### config.mk
export PLATFORM = sky130hd
export DESIGN_NAME = nrps_host
export DESIGN_NICKNAME = d
export VERILOG_FILES = /design/src/nrps_pkg.sv /design/src/nrps_host.sv /design/src/nrps_tick.sv /design/src/nrps_buf2.sv
export SDC_FILE = /design/constraint.sdc
export NUM_CORES = 1
export LEC_CHECK = 0
export BUFFER_PORTS_ARGS = -buffer_cell sky130_fd_sc_hd__buf_4
export CORE_UTILIZATION = 63
export CTS_CLUSTER_SIZE = 16
export DETAILED_ROUTE_END_ITERATION = 12
export MAX_ROUTING_LAYER = met4
export PLACE_DENSITY = 0.83
export SLEW_MARGIN = 25
export SYNTH_ARGS = -nofsm -noshare
export SYNTH_HDL_FRONTEND = slang
export SYNTH_SLANG_ARGS = --single-unit
### constraint.sdc
create_clock -name clock -period 8.6 [get_ports clock]
set_input_delay 2.58 -clock clock [delete_from_list [all_inputs] [get_ports clock]]
set_output_delay 2.58 -clock clock [all_outputs]
set_load 0.01 [all_outputs]
### src/nrps_pkg.sv
// constants, types and order layout for the flash read/program sequencer
// Summary of operation
// - read is 00h, five address bytes, 30h
// - 05h, two column bytes, E0h move output column
// - multi read: same page bits both districts
// - multi read: one block per district
// - cached read restarts when block changes
// - write protect held high during each order, not between multi read orders
// - only 70h or FFh between 11h and 81h
// - cached program ends with 10h, wait ready
// - address is two column then three row bytes
package nrps_pkg;
	// command bytes
	localparam logic [7:0] CMD_READ = 8'h00;
	localparam logic [7:0] CMD_READ_GO = 8'h30;
	localparam logic [7:0] CMD_COL_OUT = 8'h05;
	localparam logic [7:0] CMD_COL_OUT_GO = 8'he0;
	localparam logic [7:0] CMD_CACHE_NEXT = 8'h31;
	localparam logic [7:0] CMD_CACHE_LAST = 8'h3f;
	localparam logic [7:0] CMD_MREAD_SEL = 8'h60;
	localparam logic [7:0] CMD_PROG = 8'h80;
	localparam logic [7:0] CMD_PROG_MD = 8'h81;
	localparam logic [7:0] CMD_COL_IN = 8'h85;
	localparam logic [7:0] CMD_PROG_GO = 8'h10;
	localparam logic [7:0] CMD_PROG_MD_HOLD = 8'h11;
	localparam logic [7:0] CMD_PROG_CACHE = 8'h15;
	localparam logic [7:0] CMD_STATUS = 8'h70;
	localparam logic [7:0] CMD_RESET = 8'hff;
	// address layout: byte count and first row byte index
	localparam logic [2:0] ADDR_FULL = 3'h5;
	localparam logic [2:0] ADDR_COL = 3'h2;
	localparam logic [2:0] ADDR_ROW = 3'h3;
	localparam logic [2:0] ADDR_ROW_FIRST = 3'h2;
	localparam int COL_W = 13;
	localparam int ROW_W = 17;
	localparam int CNT_W = 13;
	localparam int PAGE_BITS = 6;
	localparam int DISTRICT_BIT = 6;
	localparam logic [5:0] PAGE_LAST = 6'h3f;
	// status byte bit positions
	localparam int ST_FAIL_CUR = 0;
	localparam int ST_FAIL_PREV = 1;
	localparam int ST_PB_READY = 5;
	localparam int ST_DC_READY = 6;
	// timing: clock, write-to-busy settle, strobe phase length
	localparam int CLK_PERIOD_NS = 100;
	localparam int WB_TIME_NS = 100;
	localparam int WB_CYCLES_RAW = (WB_TIME_NS + CLK_PERIOD_NS - 1) / CLK_PERIOD_NS;
	localparam int WB_CYCLES = (WB_CYCLES_RAW < 1) ? 1 : WB_CYCLES_RAW;
	localparam logic [1:0] WB_LOAD = 2'(WB_CYCLES);
	localparam int STROBE_DIV = 2;
	// reset values
	localparam logic [7:0] BYTE_RST = 8'h00;
	localparam logic [CNT_W-1:0] CNT_RST = 13'h0000;
	localparam logic [ROW_W-1:0] ROW_RST = 17'h00000;

	typedef enum logic [3:0] {
		OP_READ = 4'h0,
		OP_READ_NOCMD = 4'h1,
		OP_COL_READ = 4'h2,
		OP_CACHE_NEXT = 4'h3,
		OP_CACHE_LAST = 4'h4,
		OP_MREAD_SEL = 4'h5,
		OP_MREAD_GO = 4'h6,
		OP_PROG = 4'h7,
		OP_PROG_MD = 4'h8,
		OP_PROG_COL = 4'h9,
		OP_STATUS = 4'ha,
		OP_RESET = 4'hb
	} nrps_op_t;

	typedef enum logic [1:0] {
		CL_NONE = 2'h0,
		CL_GO = 2'h1,
		CL_HOLD = 2'h2,
		CL_CACHE = 2'h3
	} nrps_close_t;

	typedef enum logic [2:0] {
		ST_IDLE = 3'h0,
		ST_CMD1 = 3'h1,
		ST_ADDR = 3'h3,
		ST_DATA = 3'h2,
		ST_CMD2 = 3'h6,
		ST_WB = 3'h7,
		ST_BUSY = 3'h5
	} nrps_state_t;

	typedef struct packed {
		nrps_op_t op;
		nrps_close_t close;
		logic [COL_W-1:0] col;
		logic [ROW_W-1:0] row;
		logic [CNT_W-1:0] count;
	} nrps_order_t;

	typedef struct packed {
		logic has_cmd1;
		logic [7:0] cmd1;
		logic [2:0] naddr;
		logic [2:0] addr_first;
		logic wr;
		logic rd;
		logic has_cmd2;
		logic [7:0] cmd2;
		logic wait_rb;
	} nrps_plan_t;

	typedef struct packed {
		logic fail_cur;
		logic fail_prev;
		logic pb_ready;
		logic dc_ready;
	} nrps_status_t;
endpackage : nrps_pkg

### src/nrps_host.sv
// host sequencer driving a flash device's command, address and data pins
`timescale 1ns/10ps
module nrps_host (
	input logic clock,
	input logic rst_n,
	input nrps_pkg::nrps_order_t order,
	input logic order_valid,
	output logic order_ready,
	output logic order_done,
	output logic order_refused,
	input logic [7:0] wr_data,
	input logic wr_valid,
	output logic wr_ready,
	output logic [7:0] rd_data,
	output logic rd_valid,
	input logic rd_ready,
	output nrps_pkg::nrps_status_t status,
	input logic protect,
	output logic chip_enable_n,
	output logic cmd_latch,
	output logic addr_latch,
	output logic write_strobe_n,
	output logic read_strobe_n,
	output logic write_protect_n,
	output logic [7:0] byte_port_o,
	output logic byte_port_oe,
	input logic [7:0] byte_port_i,
	input logic ready_busy_n
);
	import nrps_pkg::*;

	nrps_state_t state_ff, nxt_state; // sequence position
	logic [1:0] phase_ff; // 0 wait, 1 strobe low, 2 strobe high hold
	logic [CNT_W-1:0] idx_ff; // byte index within the step
	logic [1:0] wb_ff; // settle count before sampling busy
	nrps_order_t ord_ff; // latched order
	nrps_plan_t plan_ff; // latched pin sequence
	logic have_ff; // write byte captured and on the port
	logic wr_ready_ff, order_ready_ff, done_ff, refused_ff;
	logic ce_n_ff, cle_ff, ale_ff, we_n_ff, re_n_ff, wp_n_ff, oe_ff;
	logic [7:0] out_ff; // byte driven on the port
	logic push_ff; // read byte into buffer
	logic [7:0] push_data_ff; // sampled read byte
	nrps_status_t status_ff; // last decoded status byte
	logic [ROW_W-1:0] mread_row_ff; // district last chosen by a multi read select or go
	logic [ROW_W-1:0] cache_row_ff; // page whose data sits in the cache
	logic mprog_open_ff; // between 11h and the next 81h
	logic tick, buf_in_ready, take, accept, refuse, go_fall, go_rise, go_next, last;
	nrps_plan_t new_plan; // pin sequence of the offered order

	nrps_tick #(.DIV(STROBE_DIV)) u_tick (
		.clock(clock),
		.rst_n(rst_n),
		.tick(tick)
	);

	nrps_buf2 #(.W(8)) u_buf (
		.clock(clock),
		.rst_n(rst_n),
		.in_valid(push_ff),
		.in_data(push_data_ff),
		.in_ready(buf_in_ready),
		.out_valid(rd_valid),
		.out_ready(rd_ready),
		.out_data(rd_data)
	);

	// address byte by position: column low, column high, three row bytes
	function automatic logic [7:0] addr_byte(input logic [COL_W-1:0] col,
		input logic [ROW_W-1:0] row, input logic [2:0] i);
		case (i)
			3'h0: addr_byte = col[7:0];
			3'h1: addr_byte = {3'h0, col[12:8]};
			3'h2: addr_byte = row[7:0];
			3'h3: addr_byte = row[15:8];
			3'h4: addr_byte = {7'h00, row[16]}; // unused bits low
			default: addr_byte = BYTE_RST;
		endcase
	endfunction : addr_byte

	// pin sequence for an order
	function automatic nrps_plan_t make_plan(input nrps_order_t o);
		nrps_plan_t p;
		p = '0;
		p.has_cmd1 = 1'b1;
		case (o.op)
			OP_READ, OP_READ_NOCMD:
			begin
				p.has_cmd1 = (o.op == OP_READ); // power-up default is 00h
				p.cmd1 = CMD_READ;
				p.naddr = ADDR_FULL;
				p.has_cmd2 = 1'b1;
				p.cmd2 = CMD_READ_GO;
				p.wait_rb = 1'b1;
				p.rd = 1'b1;
			end
			OP_COL_READ:
			begin
				p.cmd1 = CMD_COL_OUT;
				p.naddr = ADDR_COL;
				p.has_cmd2 = 1'b1;
				p.cmd2 = CMD_COL_OUT_GO;
				p.rd = 1'b1;
			end
			OP_CACHE_NEXT, OP_CACHE_LAST:
			begin
				// 3Fh starts no array load, 31h does; both wait busy
				p.cmd1 = (o.op == OP_CACHE_NEXT) ? CMD_CACHE_NEXT : CMD_CACHE_LAST;
				p.wait_rb = 1'b1;
				p.rd = 1'b1;
			end
			OP_MREAD_SEL, OP_MREAD_GO:
			begin
				p.cmd1 = CMD_MREAD_SEL;
				p.naddr = ADDR_ROW;
				p.addr_first = ADDR_ROW_FIRST;
				p.has_cmd2 = (o.op == OP_MREAD_GO);
				p.cmd2 = CMD_READ_GO;
				p.wait_rb = (o.op == OP_MREAD_GO);
				p.rd = (o.op == OP_MREAD_GO);
			end
			OP_PROG, OP_PROG_MD, OP_PROG_COL:
			begin
				p.cmd1 = (o.op == OP_PROG) ? CMD_PROG :
					(o.op == OP_PROG_MD) ? CMD_PROG_MD : CMD_COL_IN;
				p.naddr = (o.op == OP_PROG_COL) ? ADDR_COL : ADDR_FULL;
				p.wr = 1'b1;
				p.has_cmd2 = (o.close != CL_NONE);
				p.cmd2 = (o.close == CL_GO) ? CMD_PROG_GO :
					(o.close == CL_HOLD) ? CMD_PROG_MD_HOLD : CMD_PROG_CACHE;
				p.wait_rb = (o.close != CL_NONE);
			end
			OP_STATUS:
			begin
				p.cmd1 = CMD_STATUS;
				p.rd = 1'b1;
			end
			OP_RESET:
			begin
				p.cmd1 = CMD_RESET;
				p.wait_rb = 1'b1;
			end
			default:
			begin
				p.has_cmd1 = 1'b0;
			end
		endcase
		p.wr = p.wr && (o.count != CNT_RST);
		p.rd = p.rd && ((o.op == OP_STATUS) || (o.count != CNT_RST));
		make_plan = p;
	endfunction : make_plan

	// routing: step that follows each step when later ones are skipped
	function automatic nrps_state_t after_cmd2(input nrps_plan_t p);
		after_cmd2 = p.wait_rb ? ST_WB : (p.rd ? ST_DATA : ST_IDLE);
	endfunction : after_cmd2

	function automatic nrps_state_t after_wdata(input nrps_plan_t p);
		after_wdata = p.has_cmd2 ? ST_CMD2 : after_cmd2(p);
	endfunction : after_wdata

	function automatic nrps_state_t after_addr(input nrps_plan_t p);
		after_addr = p.wr ? ST_DATA : after_wdata(p);
	endfunction : after_addr

	function automatic nrps_state_t after_cmd1(input nrps_plan_t p);
		after_cmd1 = (p.naddr != 3'h0) ? ST_ADDR : after_addr(p);
	endfunction : after_cmd1

	// order screening for the far side's addressing and command rules
	always_comb
	begin
		refuse = 1'b0;
		if (mprog_open_ff && !(order.op inside {OP_PROG_MD, OP_STATUS, OP_RESET}))
		begin
			refuse = 1'b1;
		end
		else if (order.op == OP_MREAD_GO)
		begin
			// same page bits, other district
			refuse = (order.row[PAGE_BITS-1:0] != mread_row_ff[PAGE_BITS-1:0]) ||
				(order.row[DISTRICT_BIT] == mread_row_ff[DISTRICT_BIT]);
		end
		else if (order.op == OP_CACHE_NEXT)
		begin
			refuse = (cache_row_ff[PAGE_BITS-1:0] == PAGE_LAST); // block would change
		end
	end

	assign take = order_valid && order_ready_ff;
	assign accept = take && !refuse;
	assign new_plan = make_plan(order);
	// strobes only in byte steps: one while idle or waiting would land as a data byte
	assign go_fall = tick && (phase_ff == 2'h0) && ((state_ff inside {ST_CMD1, ST_ADDR, ST_CMD2}) ||
		((state_ff == ST_DATA) && (plan_ff.wr ? have_ff : buf_in_ready)));
	assign go_rise = tick && (phase_ff == 2'h1);
	assign go_next = tick && (phase_ff == 2'h2);
	assign last = (state_ff == ST_ADDR) ? (idx_ff == CNT_W'(plan_ff.naddr - 3'h1)) :
		(state_ff == ST_DATA) ? (idx_ff == ord_ff.count - CNT_W'(1)) : 1'b1;

	// next step of the sequence
	always_comb
	begin
		nxt_state = state_ff;
		case (state_ff)
			ST_IDLE: if (accept) nxt_state = new_plan.has_cmd1 ? ST_CMD1 : after_cmd1(new_plan);
			ST_CMD1: if (go_next) nxt_state = after_cmd1(plan_ff);
			ST_ADDR: if (go_next && last) nxt_state = after_addr(plan_ff);
			ST_DATA: if (go_next && last) nxt_state = plan_ff.wr ? after_wdata(plan_ff) :
				ST_IDLE;
			ST_CMD2: if (go_next) nxt_state = after_cmd2(plan_ff);
			ST_WB: if (wb_ff == 2'h0) nxt_state = ST_BUSY;
			ST_BUSY: if (ready_busy_n) nxt_state = plan_ff.rd ? ST_DATA : ST_IDLE;
			default: nxt_state = ST_IDLE;
		endcase
	end

	// sequence position, strobe phase and byte index
	always_ff @(posedge clock)
	begin
		if (!rst_n)
		begin
			state_ff <= ST_IDLE;
			phase_ff <= 2'h0;
			idx_ff <= CNT_RST;
			wb_ff <= 2'h0;
		end
		else
		begin
			state_ff <= nxt_state;
			if (nxt_state != state_ff)
			begin
				phase_ff <= 2'h0;
				idx_ff <= CNT_RST;
				wb_ff <= WB_LOAD;
			end
			else if (go_fall || go_rise)
			begin
				phase_ff <= phase_ff + 2'h1;
			end
			else if (go_next)
			begin
				phase_ff <= 2'h0;
				idx_ff <= idx_ff + CNT_W'(1); // one byte per strobe
			end
			else if (state_ff == ST_WB)
			begin
				wb_ff <= wb_ff - 2'h1; // settle before trusting ready/busy
			end
		end
	end

	// order handshake and tracking of multi-step context
	always_ff @(posedge clock)
	begin
		if (!rst_n)
		begin
			ord_ff <= '0;
			plan_ff <= '0;
			order_ready_ff <= 1'b0;
			done_ff <= 1'b0;
			refused_ff <= 1'b0;
			mread_row_ff <= ROW_RST;
			cache_row_ff <= ROW_RST;
			mprog_open_ff <= 1'b0;
		end
		else
		begin
			order_ready_ff <= (nxt_state == ST_IDLE) && !take;
			done_ff <= (state_ff != ST_IDLE) && (nxt_state == ST_IDLE);
			refused_ff <= take && refuse;
			if (accept)
			begin
				ord_ff <= order;
				if (order.op == OP_STATUS)
				begin
					ord_ff.count <= CNT_W'(1);
				end
				plan_ff <= new_plan;
				if (order.op inside {OP_MREAD_SEL, OP_MREAD_GO})
				begin
					mread_row_ff <= order.row;
				end
				if (order.op inside {OP_READ, OP_READ_NOCMD, OP_MREAD_GO})
				begin
					cache_row_ff <= order.row;
				end
				else if (order.op == OP_CACHE_NEXT)
				begin
					cache_row_ff <= cache_row_ff + ROW_W'(1); // next sequential page
				end
				if (order.op inside {OP_PROG_MD, OP_RESET})
				begin
					mprog_open_ff <= 1'b0;
				end
				else if (order.op == OP_PROG && order.close == CL_HOLD)
				begin
					mprog_open_ff <= 1'b1;
				end
			end
		end
	end

	// pins and write byte capture
	always_ff @(posedge clock)
	begin
		if (!rst_n)
		begin
			ce_n_ff <= 1'b1;
			cle_ff <= 1'b0;
			ale_ff <= 1'b0;
			we_n_ff <= 1'b1;
			re_n_ff <= 1'b1;
			wp_n_ff <= 1'b0;
			oe_ff <= 1'b0;
			out_ff <= BYTE_RST;
			have_ff <= 1'b0;
			wr_ready_ff <= 1'b0;
		end
		else
		begin
			ce_n_ff <= (nxt_state == ST_IDLE);
			cle_ff <= (nxt_state == ST_CMD1) || (nxt_state == ST_CMD2);
			ale_ff <= (nxt_state == ST_ADDR);
			oe_ff <= (nxt_state inside {ST_CMD1, ST_ADDR, ST_CMD2}) ||
				((nxt_state == ST_DATA) && plan_ff.wr);
			// protect drops only while idle, so it never cuts an operation
			wp_n_ff <= !protect || (nxt_state != ST_IDLE);
			wr_ready_ff <= (state_ff == ST_DATA) && plan_ff.wr && !have_ff &&
				!(wr_valid && wr_ready_ff) && (nxt_state == ST_DATA);
			if (go_fall && (state_ff == ST_DATA) && plan_ff.rd)
			begin
				re_n_ff <= 1'b0;
			end
			else if (go_fall)
			begin
				we_n_ff <= 1'b0;
			end
			if (go_rise)
			begin
				we_n_ff <= 1'b1;
				re_n_ff <= 1'b1;
			end
			if (go_fall && state_ff == ST_CMD1)
			begin
				out_ff <= plan_ff.cmd1;
			end
			else if (go_fall && state_ff == ST_CMD2)
			begin
				out_ff <= plan_ff.cmd2;
			end
			else if (go_fall && state_ff == ST_ADDR)
			begin
				out_ff <= addr_byte(ord_ff.col, ord_ff.row, plan_ff.addr_first + idx_ff[2:0]);
			end
			else if (wr_valid && wr_ready_ff)
			begin
				out_ff <= wr_data;
			end
			if (wr_valid && wr_ready_ff)
			begin
				have_ff <= 1'b1;
			end
			else if (go_next || state_ff != ST_DATA)
			begin
				have_ff <= 1'b0;
			end
		end
	end

	// read capture into the buffer and status decode
	always_ff @(posedge clock)
	begin
		if (!rst_n)
		begin
			push_ff <= 1'b0;
			push_data_ff <= BYTE_RST;
			status_ff <= '0;
		end
		else
		begin
			push_ff <= go_rise && (state_ff == ST_DATA) && plan_ff.rd;
			if (go_rise && state_ff == ST_DATA && plan_ff.rd)
			begin
				push_data_ff <= byte_port_i;
				if (ord_ff.op == OP_STATUS)
				begin
					// results only count once their ready bit says so
					status_ff.pb_ready <= byte_port_i[ST_PB_READY];
					status_ff.dc_ready <= byte_port_i[ST_DC_READY];
					status_ff.fail_cur <= byte_port_i[ST_FAIL_CUR] && byte_port_i[ST_PB_READY];
					status_ff.fail_prev <= byte_port_i[ST_FAIL_PREV] && byte_port_i[ST_DC_READY];
				end
			end
		end
	end

	assign order_ready = order_ready_ff;
	assign order_done = done_ff;
	assign order_refused = refused_ff;
	assign wr_ready = wr_ready_ff;
	assign status = status_ff;
	assign chip_enable_n = ce_n_ff;
	assign cmd_latch = cle_ff;
	assign addr_latch = ale_ff;
	assign write_strobe_n = we_n_ff;
	assign read_strobe_n = re_n_ff;
	assign write_protect_n = wp_n_ff;
	assign byte_port_o = out_ff;
	assign byte_port_oe = oe_ff;
endmodule : nrps_host

### src/nrps_tick.sv
// phase enable divider for the strobe timing
`timescale 1ns/10ps
module nrps_tick #(
	parameter int DIV = 2
) (
	input logic clock,
	input logic rst_n,
	output logic tick
);
	logic [7:0] cnt_ff; // cycles since last pulse
	logic tick_ff; // one-cycle enable

	// free running count, pulse once per period
	always_ff @(posedge clock)
	begin
		if (!rst_n)
		begin
			cnt_ff <= 8'h00;
			tick_ff <= 1'b0;
		end
		else if (cnt_ff == 8'(DIV - 1))
		begin
			cnt_ff <= 8'h00;
			tick_ff <= 1'b1;
		end
		else
		begin
			cnt_ff <= cnt_ff + 8'h01;
			tick_ff <= 1'b0;
		end
	end

	assign tick = tick_ff;
endmodule : nrps_tick

### src/nrps_buf2.sv
// two-entry skid buffer with valid/ready on both sides
`timescale 1ns/10ps
module nrps_buf2 #(
	parameter int W = 8
) (
	input logic clock,
	input logic rst_n,
	input logic in_valid,
	input logic [W-1:0] in_data,
	output logic in_ready,
	output logic out_valid,
	input logic out_ready,
	output logic [W-1:0] out_data
);
	logic head_v_ff; // head entry holds a word
	logic spare_v_ff; // second entry holds a word
	logic [W-1:0] head_ff; // word shown at the output
	logic [W-1:0] spare_ff; // word waiting behind it
	logic push; // word taken this cycle
	logic pop; // word drained this cycle

	// ready comes from a flop, so full is honest one cycle early
	assign push = in_valid && !spare_v_ff;
	assign pop = head_v_ff && out_ready;

	// head and spare movement
	always_ff @(posedge clock)
	begin
		if (!rst_n)
		begin
			head_v_ff <= 1'b0;
			spare_v_ff <= 1'b0;
			head_ff <= '0;
			spare_ff <= '0;
		end
		else if (pop && spare_v_ff)
		begin
			// spare moves up; push cannot occur while spare is full
			head_ff <= spare_ff;
			spare_v_ff <= 1'b0;
		end
		else if (pop)
		begin
			head_v_ff <= push;
			if (push)
			begin
				head_ff <= in_data;
			end
		end
		else if (push && head_v_ff)
		begin
			spare_ff <= in_data;
			spare_v_ff <= 1'b1;
		end
		else if (push)
		begin
			head_ff <= in_data;
			head_v_ff <= 1'b1;
		end
	end

	assign in_ready = !spare_v_ff;
	assign out_valid = head_v_ff;
	assign out_data = head_ff;
endmodule : nrps_buf2

==> flow_summary.yaml <==
cells_and_area:
  final_nets: 1154
  fillers: 964
  layout-drive-gt1-share_pct: 16.20
  layout.cells.non_filler: 1252
  n_antenna_cell: 0
  syn_to_final_growth_pct: 16.45
timing:
  fin_worst_skew_ps: 6.909
  fin_crit_ps: 5153
  hold_violations: 0
  slew-limit-headroom_pct: 37.28
  hold_slack_ps: 464.5
  rsz0062_at_grt: "no"
  finalCritPeriodShare_pct: 59.91
  fin_setup_tns_ps: 0
  fmax_mhz: 194.1
  finalSetupViolations: 0
  tightest_slew_ps: 937.3
  slew_violations: 0
cts:
  cts_tree: "yes"
  cts.sinks: 161
  cts_resized: 0
  post_cts_buffers: 0
  cts_hold_buf: 0
  clk_path_buf_depth: 2
  cts_buffers: 17
  htreeDepth: 4
  cts-root-buf: "clkbuf_16"
  clk_pin_slew_ps: 60
  clock_latency_ps: 430
placement:
  gp_congestion: 0.9155
  port_buffers: 103
  dp.cells: 1220
  hpwl_mm: 13.93
yosys:
  synth_cell_types: 77
  synth_top_area_cell: "dfxtp_1"
  yosys-top-cells-count: "161 x dfxtp_1, 147 x nand2_1, 70 x nor2_1"
  syn_area_per_cell_um2: 8.337
  async_reset_ff_share_pct: 0
  yosysSeqAreaShare_pct: 38.20
  syn_inst: 1012
  ys.flop_type: "dfxtp_1"
  synth-seq-cells: 161
  ys_warn_count: 0
  yosysMostFrequentCell: "dfxtp_1"
  synth_edf_count: 0
  synthTopCellsByArea: "dfxtp_1 38%, nand2_1 6.5%, mux2i_1 4.9%"
  synth_top_area_share_pct: 38.20
  syn_nets: 1099
  netlist_area_um2: 8437
power:
  p_per_area_nw_per_um2: 187.0
  power_leakage_nw: 3.907
  vdd_drop_max_uv: 139.1
setup_path:
  path_class: "input port to register"
  critPathMaxStageDelay_ps: 730
  cp_common_cell: "buf_4"
  slowest_stage: "nor3_2"
  rr_worst_depth: 10
  crit_required_ps: 8910
  end_kind: "register"
  worstPathMaxFanout: 58
  cp_cell_sequence: "buf_4 > xor2_1 > nor4_1 > a211oi_1 > or3_2 > buf_4 > nor3_2 > mux2i_1 > nor2b_1"
  reg2reg_slack_ps: 5360
  arrival_ps: 5470
  start_kind: "input port"
floorplanning:
  initial_core_util_pct: 65.79
  die_h_um: 117.7
  die_area_um2: 13860
  die_x_um: 117.7
  io_pins: 104
  coreArea_um2: 12820
  rows: 41
detailed_routing:
  drc: 0
  drt-initial-drc-count: 673
  num_vias: 7336
  drt-total-wl_mm: 20.44
  dr.pass1.iters: 5
  wl_per_cell_um: 16.32
  antenna_left: 0
  viasPerCell: 5.859
hold_path:
  holdPathStages: 2
  hold_class: "register to register"
grt:
  grt_max_degree: 89
  grtUsageTotal_pct: 30.91
  grt_pass1_wl_mm: 33.31
  grt_pass1_vias: 6822
  antenna_found_initial: 0
  overflow: 0
run:
  drv_cap: 0
run_status:
  status: "completed"
-- cells in the final DEF (no fill, tap or decap), types with 5 or more instances in the layout --
| master | n |
|---|---|
| dfxtp_1 | 161 |
| nand2_1 | 147 |
| buf_4 | 108 |
| nor2_1 | 70 |
| a21boi_0 | 49 |
| a21oi_1 | 46 |
| nor2b_1 | 43 |
| nand3_1 | 42 |
| mux2i_1 | 41 |
| o21ai_0 | 39 |
| xor2_1 | 25 |
| nor3_1 | 25 |
| inv_1 | 20 |
| xnor2_1 | 20 |
| o211a_1 | 17 |
| clkbuf_16 | 17 |
| nand2b_1 | 15 |
| ha_1 | 15 |
| nor3b_1 | 14 |
| and2_1 | 13 |
| nor4_1 | 10 |
| nand4_1 | 10 |
| nor2_2 | 10 |
| a211oi_1 | 8 |
| or3_1 | 7 |
| o21a_1 | 6 |
| or4_1 | 6 |
| and3_1 | 6 |
| nand4b_1 | 5 |
| a31oi_1 | 5 |
| clkbuf_8 | 5 |
-- power breakdown --
part           switching (W)  total (W)  internal [W]
clock               0.000297   0.000822      0.000526
sequential         0.0000258   0.000798      0.000772
combinational       0.000123   0.000217     0.0000935
-- worst max-delay path: cells and delay by family --
family / cells / cell delay, ps
xor gates and xnor gates: 1 / 150
buffers and inverters: 2 / 480
muxes: 1 / 290
and+or+nand+nor: 4 / 1760
AOI/OAI and AO/OA: 1 / 190
-- final timing paths --
kind	from	endpoint
setup / recovery	order[18]	mread_row_ff[2]
setup reg to reg	ord_ff[0]	idx_ff[1]
hold / removal	ord_ff[24]	ord_ff[24]
hold reg to reg	ord_ff[24]	ord_ff[24]
-- kinds of logic after synthesis --
family	synth area share (%)
compound gates	17.83
xor+xnor	4.672
fa+ha+maj	2.225
buf+inv	4.419
flops	38.20
mux	6.066
simple gates	26.59
-- state kept, by name, indices dropped and copies added, names as in the netlist, 2 cells and up --
register and flops:
push_data_ff 8, u_buf.spare_ff 8, idx_ff 13, u_tick.cnt_ff 8
status 4, u_buf.out_data 8, state_ff 3, wb_ff 2
phase_ff 2, plan_ff 20, cache_row_ff 6, ord_ff 47
mread_row_ff 7, byte_port_o 8
-- per-layer routing --
metal  wire length (um)  track usage [%]  vias up
li1                   -                -     3639
met1               9121            39.00     3448
met2               9886            48.64      212
met3                896            5.669       37
met4                533            12.90        0
met5                  0                -        -
-- layout make-up --
class	instances	area, um2	area share (%)
clock buffers	24	501.7	5.107
clock inverters	8	147.6	1.503
inverters	20	75.07	0.7641
multi-input cells	759	4851	49.38
flip-flops and latches	161	3223	32.81
well taps	172	215.2	2.191
repair buffers	108	810.8	8.253
-- per-stage QoR --
step / total power [W] / util (%) / instance area (um2) / worst slack, ps
2_1_floorplan: 0.0009585 / - / 8437 / 3852
3_3_place_gp: 0.001021 / 71.51 / 9171 / 3207
3_5_place_dp: 0.001025 / 71.54 / 9175 / 3121
4_1_cts: 0.001842 / 76.60 / 9824 / 3428
5_1_grt: 0.001905 / 76.60 / 9824 / 3294
6_report: 0.001837 / 76.60 / 9824 / 3447
Power figures use the tool's default switching activity.
